`config.mk`:
```
export PLATFORM = sky130hd
export DESIGN_NAME = fsb_cpu_end_flat
export DESIGN_NICKNAME = d
export VERILOG_FILES = /design/src/core/fsb_pkg.sv /design/src/core/fsb_link_if.sv /design/src/core/fsb_cpu_end.sv /design/src/flat_wrapper.sv
export SDC_FILE = /design/constraint.sdc
export NUM_CORES = 1
export LEC_CHECK = 0
export CORE_AREA = 2 2 153 118
export DETAILED_ROUTE_END_ITERATION = 8
export DIE_AREA = 0 0 155 120
export DONT_BUFFER_PORTS = 1
export PLACE_DENSITY = 0.77
export SETUP_SLACK_MARGIN = 0.4
export SYNTH_ARGS = -nofsm -noshare
export SYNTH_HDL_FRONTEND = slang
export SYNTH_HIERARCHICAL = 1
export SYNTH_SLANG_ARGS = --single-unit
```
`constraint.sdc`:
```
create_clock -name core_clk_in -period 5.2 [get_ports core_clk_in]
set_input_delay 0.78 -clock core_clk_in [delete_from_list [all_inputs] [get_ports core_clk_in]]
set_output_delay 0.78 -clock core_clk_in [all_outputs]
set_load 0.1 [all_outputs]
```
`src/core/fsb_pkg.sv`:
```
// Shared constants and types for the front-side data phase and sleep link
package fsb_pkg;
    // ********************************
    // Link geometry
    // ********************************
    localparam int DATA_W = 64;
    localparam int GRP_W = 16;
    localparam int GRPS = 4;
    localparam int MAJ_LIMIT = 8;
    // ********************************
    // Timing
    // ********************************
    localparam int CLK_PERIOD_NS = 10;
    localparam int BUS_HALF_NS = 60;
    localparam int BUS_HALF_CYC = (BUS_HALF_NS + CLK_PERIOD_NS - 1) / CLK_PERIOD_NS;
    localparam int BUF_DEPTH = 2;
    // ********************************
    // Reset values
    // ********************************
    localparam logic [DATA_W-1:0] DATA_IDLE = 64'hffff_ffff_ffff_ffff;
    localparam logic [GRPS-1:0] GRP_IDLE = 4'hf;
    // ********************************
    // Low-power states
    // ********************************
    typedef enum logic [3:0] {
        PS_AWAKE = 4'h1,
        PS_SLEEP = 4'h2,
        PS_DEEP = 4'h4,
        PS_DEEPER = 4'h8
    } fsb_pstate_t;
endpackage

```
`src/core/fsb_link_if.sv`:
```
// Link between the processor end and the chipset end
`timescale 1ns/100ps
`default_nettype none
interface fsb_link_if;
    logic bus_clk;
    logic n_a_n;
    logic deep_sleep_req_n;
    logic deeper_sleep_req_n;
    logic data_valid_n;
    logic [fsb_pkg::DATA_W-1:0] data_n;
    logic [fsb_pkg::GRPS-1:0] data_invert_n;
    logic [fsb_pkg::GRPS-1:0] data_strobe_pos_n;
    logic [fsb_pkg::GRPS-1:0] data_strobe_neg_n;
    // Chipset drives everything in this build
    modport hub (output bus_clk, n_a_n, deep_sleep_req_n, deeper_sleep_req_n,
        data_valid_n, data_n, data_invert_n, data_strobe_pos_n, data_strobe_neg_n);
    modport cpu (input bus_clk, n_a_n, deep_sleep_req_n, deeper_sleep_req_n,
        data_valid_n, data_n, data_invert_n, data_strobe_pos_n, data_strobe_neg_n);
endinterface
`default_nettype wire

```
`src/core/fsb_cpu_end.sv`:
```
// Processor end: link sampling, strobed data capture and low-power states
//
// Contract
// - Agent asserts deferral for out-of-order completion
// - Addressed memory or I/O agent drives deferral
// - Deep Sleep to Deeper on deeper request
// - Deeper request released returns to Deep Sleep
// - Sleep to Deep Sleep on deep request
// - Deep request released returns to Sleep
// - Deep and Deeper Sleep optional by parameter
// - Data driver asserts data-ready every transfer
// - Idle clocks without data-ready capture nothing
`timescale 1ns/100ps
`default_nettype none

// ********************************
// Two-stage synchroniser
// ********************************
module fsb_sync2 #(
    parameter int W = 1,
    parameter logic [W-1:0] RST_VAL = '1
) (
    input wire logic core_clk_in,
    input wire logic reset_in,
    input wire logic [W-1:0] d_in,
    output logic [W-1:0] q_out
);
    logic [W-1:0] meta_r;

    // First stage feeds only the second; reset to pin idle levels so no false edge follows reset
    always_ff @(posedge core_clk_in or posedge reset_in) begin
        if (reset_in) begin
            meta_r <= RST_VAL;
            q_out <= RST_VAL;
        end else begin
            meta_r <= d_in;
            q_out <= meta_r;
        end
    end
endmodule

module fsb_cpu_end #(
    parameter bit DEEP_EN = 1'b1,
    parameter bit DEEPER_EN = 1'b1
) (
    input wire logic core_clk_in,
    input wire logic reset_in,
    fsb_link_if.cpu link,
    input wire logic sleep_req_in,
    output logic [fsb_pkg::DATA_W-1:0] word_out,
    output logic word_valid_out,
    output logic deferred_out,
    output logic [3:0] power_state_out
);
    localparam int SW = fsb_pkg::DATA_W + 3 * fsb_pkg::GRPS + 5;

    // ********************************
    // Pin sampling
    // ********************************
    logic [SW-1:0] pins_s;
    wire logic [SW-1:0] pins_raw = {link.bus_clk, link.n_a_n,
        link.deep_sleep_req_n, link.deeper_sleep_req_n, link.data_valid_n,
        link.data_strobe_pos_n, link.data_strobe_neg_n, link.data_invert_n,
        link.data_n};

    // Link pins are asynchronous to the core clock; bus clock idles low, all else high
    fsb_sync2 #(
        .W(SW),
        .RST_VAL({1'b0, {(SW - 1){1'b1}}})
    ) u_sync (
        .core_clk_in(core_clk_in),
        .reset_in(reset_in),
        .d_in(pins_raw),
        .q_out(pins_s)
    );

    // Field split of the sampled vector
    wire logic bclk_s = pins_s[SW-1];
    wire logic n_a_n_s = pins_s[SW-2];
    wire logic deep_n_s = pins_s[SW-3];
    wire logic deeper_n_s = pins_s[SW-4];
    wire logic valid_n_s = pins_s[SW-5];
    wire logic [fsb_pkg::GRPS-1:0] pos_n_s = pins_s[fsb_pkg::DATA_W + 8 +: 4];
    wire logic [fsb_pkg::GRPS-1:0] neg_n_s = pins_s[fsb_pkg::DATA_W + 4 +: 4];
    wire logic [fsb_pkg::GRPS-1:0] inv_n_s = pins_s[fsb_pkg::DATA_W +: 4];
    wire logic [fsb_pkg::DATA_W-1:0] data_n_s = pins_s[fsb_pkg::DATA_W-1:0];

    // ********************************
    // Edge detection
    // ********************************
    logic bclk_d_r;
    logic [fsb_pkg::GRPS-1:0] pos_d_r;
    logic [fsb_pkg::GRPS-1:0] neg_d_r;

    // Previous levels taken from the synchronised copies only
    always_ff @(posedge core_clk_in or posedge reset_in) begin
        if (reset_in) begin
            bclk_d_r <= 1'b0;
            pos_d_r <= fsb_pkg::GRP_IDLE;
            neg_d_r <= fsb_pkg::GRP_IDLE;
        end else begin
            bclk_d_r <= bclk_s;
            pos_d_r <= pos_n_s;
            neg_d_r <= neg_n_s;
        end
    end

    wire logic bclk_rise = bclk_s && !bclk_d_r;
    wire logic [fsb_pkg::GRPS-1:0] pos_fall = pos_d_r & ~pos_n_s;
    wire logic [fsb_pkg::GRPS-1:0] neg_fall = neg_d_r & ~neg_n_s;
    wire logic data_live = !valid_n_s;

    // ********************************
    // Per-group capture
    // ********************************
    logic [fsb_pkg::GRPS-1:0] pos_seen_r;
    logic [fsb_pkg::GRPS-1:0] got_r;
    logic [fsb_pkg::DATA_W-1:0] asm_r;
    logic [fsb_pkg::GRPS-1:0] pos_seen_nxt;
    logic [fsb_pkg::GRPS-1:0] got_nxt;
    logic [fsb_pkg::GRPS-1:0] latch;
    logic [fsb_pkg::DATA_W-1:0] asm_nxt;
    logic [fsb_pkg::DATA_W-1:0] dec;

    // Undo pin polarity and group inversion
    always_comb begin
        for (int n = 0; n < fsb_pkg::GRPS; n++) begin
            dec[n*fsb_pkg::GRP_W +: fsb_pkg::GRP_W] = inv_n_s[n] ?
                ~data_n_s[n*fsb_pkg::GRP_W +: fsb_pkg::GRP_W] :
                data_n_s[n*fsb_pkg::GRP_W +: fsb_pkg::GRP_W];
        end
    end

    // A group latches on its neg strobe only after its pos strobe went
    // by in the same transfer; strobes without data-ready are dropped
    always_comb begin
        latch = neg_fall & pos_seen_r & {fsb_pkg::GRPS{data_live}};
        pos_seen_nxt = (pos_seen_r & ~latch) | (pos_fall & {fsb_pkg::GRPS{data_live}});
        got_nxt = got_r | latch;
        asm_nxt = asm_r;
        for (int n = 0; n < fsb_pkg::GRPS; n++) begin
            if (latch[n]) begin
                asm_nxt[n*fsb_pkg::GRP_W +: fsb_pkg::GRP_W] = dec[n*fsb_pkg::GRP_W +: fsb_pkg::GRP_W];
            end
        end
    end

    wire logic word_done = &got_nxt;

    // Assembly state; a finished word restarts the group tracking
    always_ff @(posedge core_clk_in or posedge reset_in) begin
        if (reset_in) begin
            pos_seen_r <= 4'h0;
            got_r <= 4'h0;
            asm_r <= '0;
        end else begin
            pos_seen_r <= pos_seen_nxt;
            got_r <= word_done ? 4'h0 : got_nxt;
            asm_r <= asm_nxt;
        end
    end

    // ********************************
    // Word output
    // ********************************
    logic [fsb_pkg::DATA_W-1:0] word_r;
    logic word_valid_r;

    // One-cycle pulse per complete four-group word
    always_ff @(posedge core_clk_in or posedge reset_in) begin
        if (reset_in) begin
            word_r <= '0;
            word_valid_r <= 1'b0;
        end else begin
            word_valid_r <= word_done;
            if (word_done) begin
                word_r <= asm_nxt;
            end
        end
    end

    // ********************************
    // Deferral flag
    // ********************************
    logic deferred_r;

    // Sampled at bus clock rise, as a bus agent would see it
    always_ff @(posedge core_clk_in or posedge reset_in) begin
        if (reset_in) begin
            deferred_r <= 1'b0;
        end else if (bclk_rise) begin
            deferred_r <= !n_a_n_s;
        end
    end

    // ********************************
    // Low-power state machine
    // ********************************
    fsb_pkg::fsb_pstate_t ps_r;
    fsb_pkg::fsb_pstate_t ps_nxt;
    wire logic deep_req = !deep_n_s && DEEP_EN;
    wire logic deeper_req = !deeper_n_s && DEEPER_EN && DEEP_EN;

    // Steps only to neighbours; a request in the wrong state is ignored
    always_comb begin
        ps_nxt = ps_r;
        unique case (ps_r)
            fsb_pkg::PS_AWAKE: begin
                if (sleep_req_in) begin
                    ps_nxt = fsb_pkg::PS_SLEEP;
                end
            end
            fsb_pkg::PS_SLEEP: begin
                if (deep_req) begin
                    ps_nxt = fsb_pkg::PS_DEEP;
                end else if (!sleep_req_in) begin
                    ps_nxt = fsb_pkg::PS_AWAKE;
                end
            end
            fsb_pkg::PS_DEEP: begin
                if (!deep_req) begin
                    ps_nxt = fsb_pkg::PS_SLEEP;
                end else if (deeper_req) begin
                    ps_nxt = fsb_pkg::PS_DEEPER;
                end
            end
            fsb_pkg::PS_DEEPER: begin
                if (!deeper_req) begin
                    ps_nxt = fsb_pkg::PS_DEEP;
                end
            end
            default: begin
                ps_nxt = fsb_pkg::PS_AWAKE;
            end
        endcase
    end

    // Stepped at bus clock rise so one step per bus clock at most
    always_ff @(posedge core_clk_in or posedge reset_in) begin
        if (reset_in) begin
            ps_r <= fsb_pkg::PS_AWAKE;
        end else if (bclk_rise) begin
            ps_r <= ps_nxt;
        end
    end

    assign word_out = word_r;
    assign word_valid_out = word_valid_r;
    assign deferred_out = deferred_r;
    assign power_state_out = ps_r;
endmodule
`default_nettype wire

```
`src/flat_wrapper.sv`:
```
// flat-port wrapper written by rule: the top's interface ports become plain ports
module fsb_cpu_end_flat 
#(
    parameter bit DEEP_EN = 1'b1,
    parameter bit DEEPER_EN = 1'b1
)
  (core_clk_in, reset_in, sleep_req_in, word_out, word_valid_out, deferred_out, power_state_out, link_bus_clk, link_n_a_n, link_deep_sleep_req_n, link_deeper_sleep_req_n, link_data_valid_n, link_data_n, link_data_invert_n, link_data_strobe_pos_n, link_data_strobe_neg_n);
  fsb_link_if link_i ();
  input wire logic core_clk_in;
  input wire logic reset_in;
  input wire logic sleep_req_in;
  output logic [fsb_pkg::DATA_W-1:0] word_out;
  output logic word_valid_out;
  output logic deferred_out;
  output logic [3:0] power_state_out;
  input wire logic [$bits(link_i.bus_clk)-1:0] link_bus_clk;
  input wire logic [$bits(link_i.n_a_n)-1:0] link_n_a_n;
  input wire logic [$bits(link_i.deep_sleep_req_n)-1:0] link_deep_sleep_req_n;
  input wire logic [$bits(link_i.deeper_sleep_req_n)-1:0] link_deeper_sleep_req_n;
  input wire logic [$bits(link_i.data_valid_n)-1:0] link_data_valid_n;
  input wire logic [$bits(link_i.data_n)-1:0] link_data_n;
  input wire logic [$bits(link_i.data_invert_n)-1:0] link_data_invert_n;
  input wire logic [$bits(link_i.data_strobe_pos_n)-1:0] link_data_strobe_pos_n;
  input wire logic [$bits(link_i.data_strobe_neg_n)-1:0] link_data_strobe_neg_n;
  assign link_i.bus_clk = link_bus_clk;
  assign link_i.n_a_n = link_n_a_n;
  assign link_i.deep_sleep_req_n = link_deep_sleep_req_n;
  assign link_i.deeper_sleep_req_n = link_deeper_sleep_req_n;
  assign link_i.data_valid_n = link_data_valid_n;
  assign link_i.data_n = link_data_n;
  assign link_i.data_invert_n = link_data_invert_n;
  assign link_i.data_strobe_pos_n = link_data_strobe_pos_n;
  assign link_i.data_strobe_neg_n = link_data_strobe_neg_n;
  fsb_cpu_end #(.DEEP_EN(DEEP_EN), .DEEPER_EN(DEEPER_EN)) u_core (.core_clk_in(core_clk_in), .reset_in(reset_in), .link(link_i), .sleep_req_in(sleep_req_in), .word_out(word_out), .word_valid_out(word_valid_out), .deferred_out(deferred_out), .power_state_out(power_state_out));
endmodule
```
==> summary.txt <==
Via density - 5.35
Req. time, crit path - 5.60 ns
CTS sink cnt - 313
initial DRC count - 209
most common cell after layout, fill and taps aside - dfstp_2
Worst R2R Setup Slack - 2.62 ns
largest net degree at the start of global routing - 163
clk root buf - clkbuf_16
share of cells above drive strength 1 - 0.432
via count - 4869
PortBufs - 0
Fin Setup TNS - 0 ns
Final Net Count - 751
All-Layer GR Usage - 0.188
Num CTS Buffers - 29
clk slew on worst S/H paths - 0.06 ns
Die Wd - 155 um
Overflow after GRT - 0
Slew Limit Headroom - 0.222
startpoint types - register
Clock Latency Late Sink - 0.55 ns
Synth Register Bits - 313
Max Clk Rate - 388 MHz
outcome - finished, final reports clean
post-synthesis cell type count - 31
Remaining DRCs - 0
Wirelength per Cell - 18.4 um
CTS tree - built
Worst Clk Skew - 0.0248 ns
highest metal used - met4
# diodes - 0
core area - 17200 um^2
WL met1 - 7100 um
global-route wire length before repair - 27600 um
Post-Syn Instances - 659
met3 WL post-DR - 1550 um
fin crit share - 0.496
min Tclk post-route - 2.58 ns
Hold Fails Final Rpt - 0
fin. max-slew vios - 0
number of global-route vias before repair - 5332
r2r startpoint - u_core/u_sync/q_out[76]$_DFF_PP1_
H-tree levels - 1
max-cap violation count - 0
post-CTS sizing - 0
RSZ-0062 raised after global routing - false
Reg-to-Reg End - u_core/word_out[57]$_DFFE_PP0P_
maximum root-to-sink buffer count - 3
WS Path Type - reg2reg
synthesized area - 10400 um^2
final RePlAce weighted congestion - 0.753
total wire length - 16800 um
Mean Syn Cell Area - 15.8 um^2
CTS hold repair buffers - 0
Worst-Margin Slew - 1.17 ns
initial antenna violation count - 0
Die Span Y - 120 um
die area - 18600 um^2
final count of negative-setup-slack endpoints - 0
Final ANT Viol Nets - 0
reg2reg path depth - 6
CP Max Fanout - 36
Setup crit end kind - register
Arrival @ worst endpoint - 2.98 ns
WL met2 - 7880 um
# IOs - 154
post-DP HPWL - 10300 um
Synth Warn # - 6
min-delay worst type - in2async
Seq/Total Area, Yosys - 0.772
drt pass-1 iters - 6
commonest non-fill, non-tap cells in the layout - dfstp_2, dfrtp_1, nor2_1
Syn Nets - 743
Cell Rows - 42
P&R area growth vs syn - 11.4%
Post-CTS Setup Inserts - 0
initial core utilization - 0.606
sequential cells by signal, indices dropped and copies added, names as in the netlist:
| register | flops |
|---|---|
| u_core/word_out | 64 |
| u_core/bclk_d_r | 1 |
| u_core/pos_seen_r | 4 |
| u_core/neg_d_r | 4 |
| u_core/u_sync/q_out | 81 |
| u_core/power_state_out | 4 |
| u_core/asm_r | 64 |
| u_core/deferred_out | 1 |
| u_core/word_valid_out | 1 |
| u_core/got_r | 4 |
| u_core/pos_d_r | 4 |
| u_core/u_sync/meta_r | 81 |
how the worst max path moves through the flow:
stage	from	to	cells past startpoint
floorplan	reset_in	u_core/u_sync/meta_r[80]$_DFF_PP0_	1
global placement	u_core/u_sync/q_out[76]$_DFF_PP1_	u_core/word_out[8]$_DFFE_PP0P_	6
detailed placement	u_core/u_sync/q_out[76]$_DFF_PP1_	u_core/word_out[12]$_DFFE_PP0P_	6
CTS	u_core/u_sync/q_out[76]$_DFF_PP1_	u_core/word_out[12]$_DFFE_PP0P_	6
global route	u_core/u_sync/q_out[76]$_DFF_PP1_	u_core/word_out[12]$_DFFE_PP0P_	6
finish	u_core/u_sync/q_out[76]$_DFF_PP1_	u_core/word_out[57]$_DFFE_PP0P_	6
cell families (layout without fill, tap and decap cells):
logic type,after synthesis,in the layout,synth area share
mux,68,68,0.0733
compound gates,76,76,0.0388
buf+inv,38,69,0.0156
xor+xnor,65,65,0.0546
simple gates,99,99,0.0456
flops,313,313,0.772
synth_stat cells:
| cell type | instances | area (um^2) |
|---|---|---|
| dfstp_2 | 169 | 4440 |
| dfrtp_1 | 144 | 3600 |
| nor2_1 | 79 | 297 |
| a21oi_1 | 65 | 325 |
| xnor2_1 | 65 | 569 |
| mux2_2 | 61 | 687 |
| clkbuf_1 | 21 | 78.8 |
| buf_2 | 7 | 35.0 |
| inv_1 | 7 | 26.3 |
| nand2_1 | 7 | 26.3 |
| mux2_1 | 5 | 56.3 |
| o21ai_0 | 5 | 25.0 |
| nor3_1 | 3 | 15.0 |
| mux2i_1 | 2 | 20.0 |
| nor4b_2 | 2 | 30.0 |
| nor4b_4 | 2 | 47.6 |
| a31oi_1 | 1 | 6.26 |
| buf_1 | 1 | 3.75 |
| buf_4 | 1 | 7.51 |
| buf_6 | 1 | 11.3 |
| nand4b_1 | 1 | 8.76 |
| nor2b_1 | 1 | 6.26 |
| nor3b_1 | 1 | 7.51 |
| nor4_4 | 1 | 21.3 |
| o21a_1 | 1 | 7.51 |
| o221ai_2 | 1 | 15.0 |
| o22a_1 | 1 | 8.76 |
| o31ai_1 | 1 | 7.51 |
| o41ai_1 | 1 | 8.76 |
| or2_2 | 1 | 6.26 |
| or4b_2 | 1 | 10.0 |
metal layers:
metal	vias up	track usage
met5	-	0
met4	0	0.0475
met3	29	0.0704
met2	141	0.293
met1	2532	0.254
li1	2167	-
through the flow:
stage / cells / utilization / hold WS, ns / instance area (um^2) / setup slack (ns)
5_1_grt: 910 / 0.675 / 0.0132 / 11600 / 2.47
6_report: 910 / 0.675 / 0.0288 / 11600 / 2.62
2_1_floorplan: 659 / - / 0.331 / 10400 / 2.49
4_1_cts: 910 / 0.675 / 0.0164 / 11600 / 2.59
3_5_place_dp: 856 / 0.621 / 0.345 / 10700 / 2.63
3_3_place_gp: 856 / 0.621 / 0.339 / 10700 / 2.72
worst max-delay path: stages (launching register included):
cell and delay (ns):
dfstp_2 0.46, nor4b_4 0.30, buf_4 0.36, nor2_1 0.14, nor4_4 0.28, buf_4 0.46, mux2_2 0.40
cell type report:
cell class,instances,area (um^2)
inverters,7,33.8
clock inverters,16,126
repair buffers,8,85.1
clock buffers,38,810
well taps,220,275
fillers,1153,5580
multi-input cells,308,2230
flip-flops and latches,313,8040
Power is not shown: default switching activity piles up to over one toggle a cycle in this logic, so the estimate is an artifact.
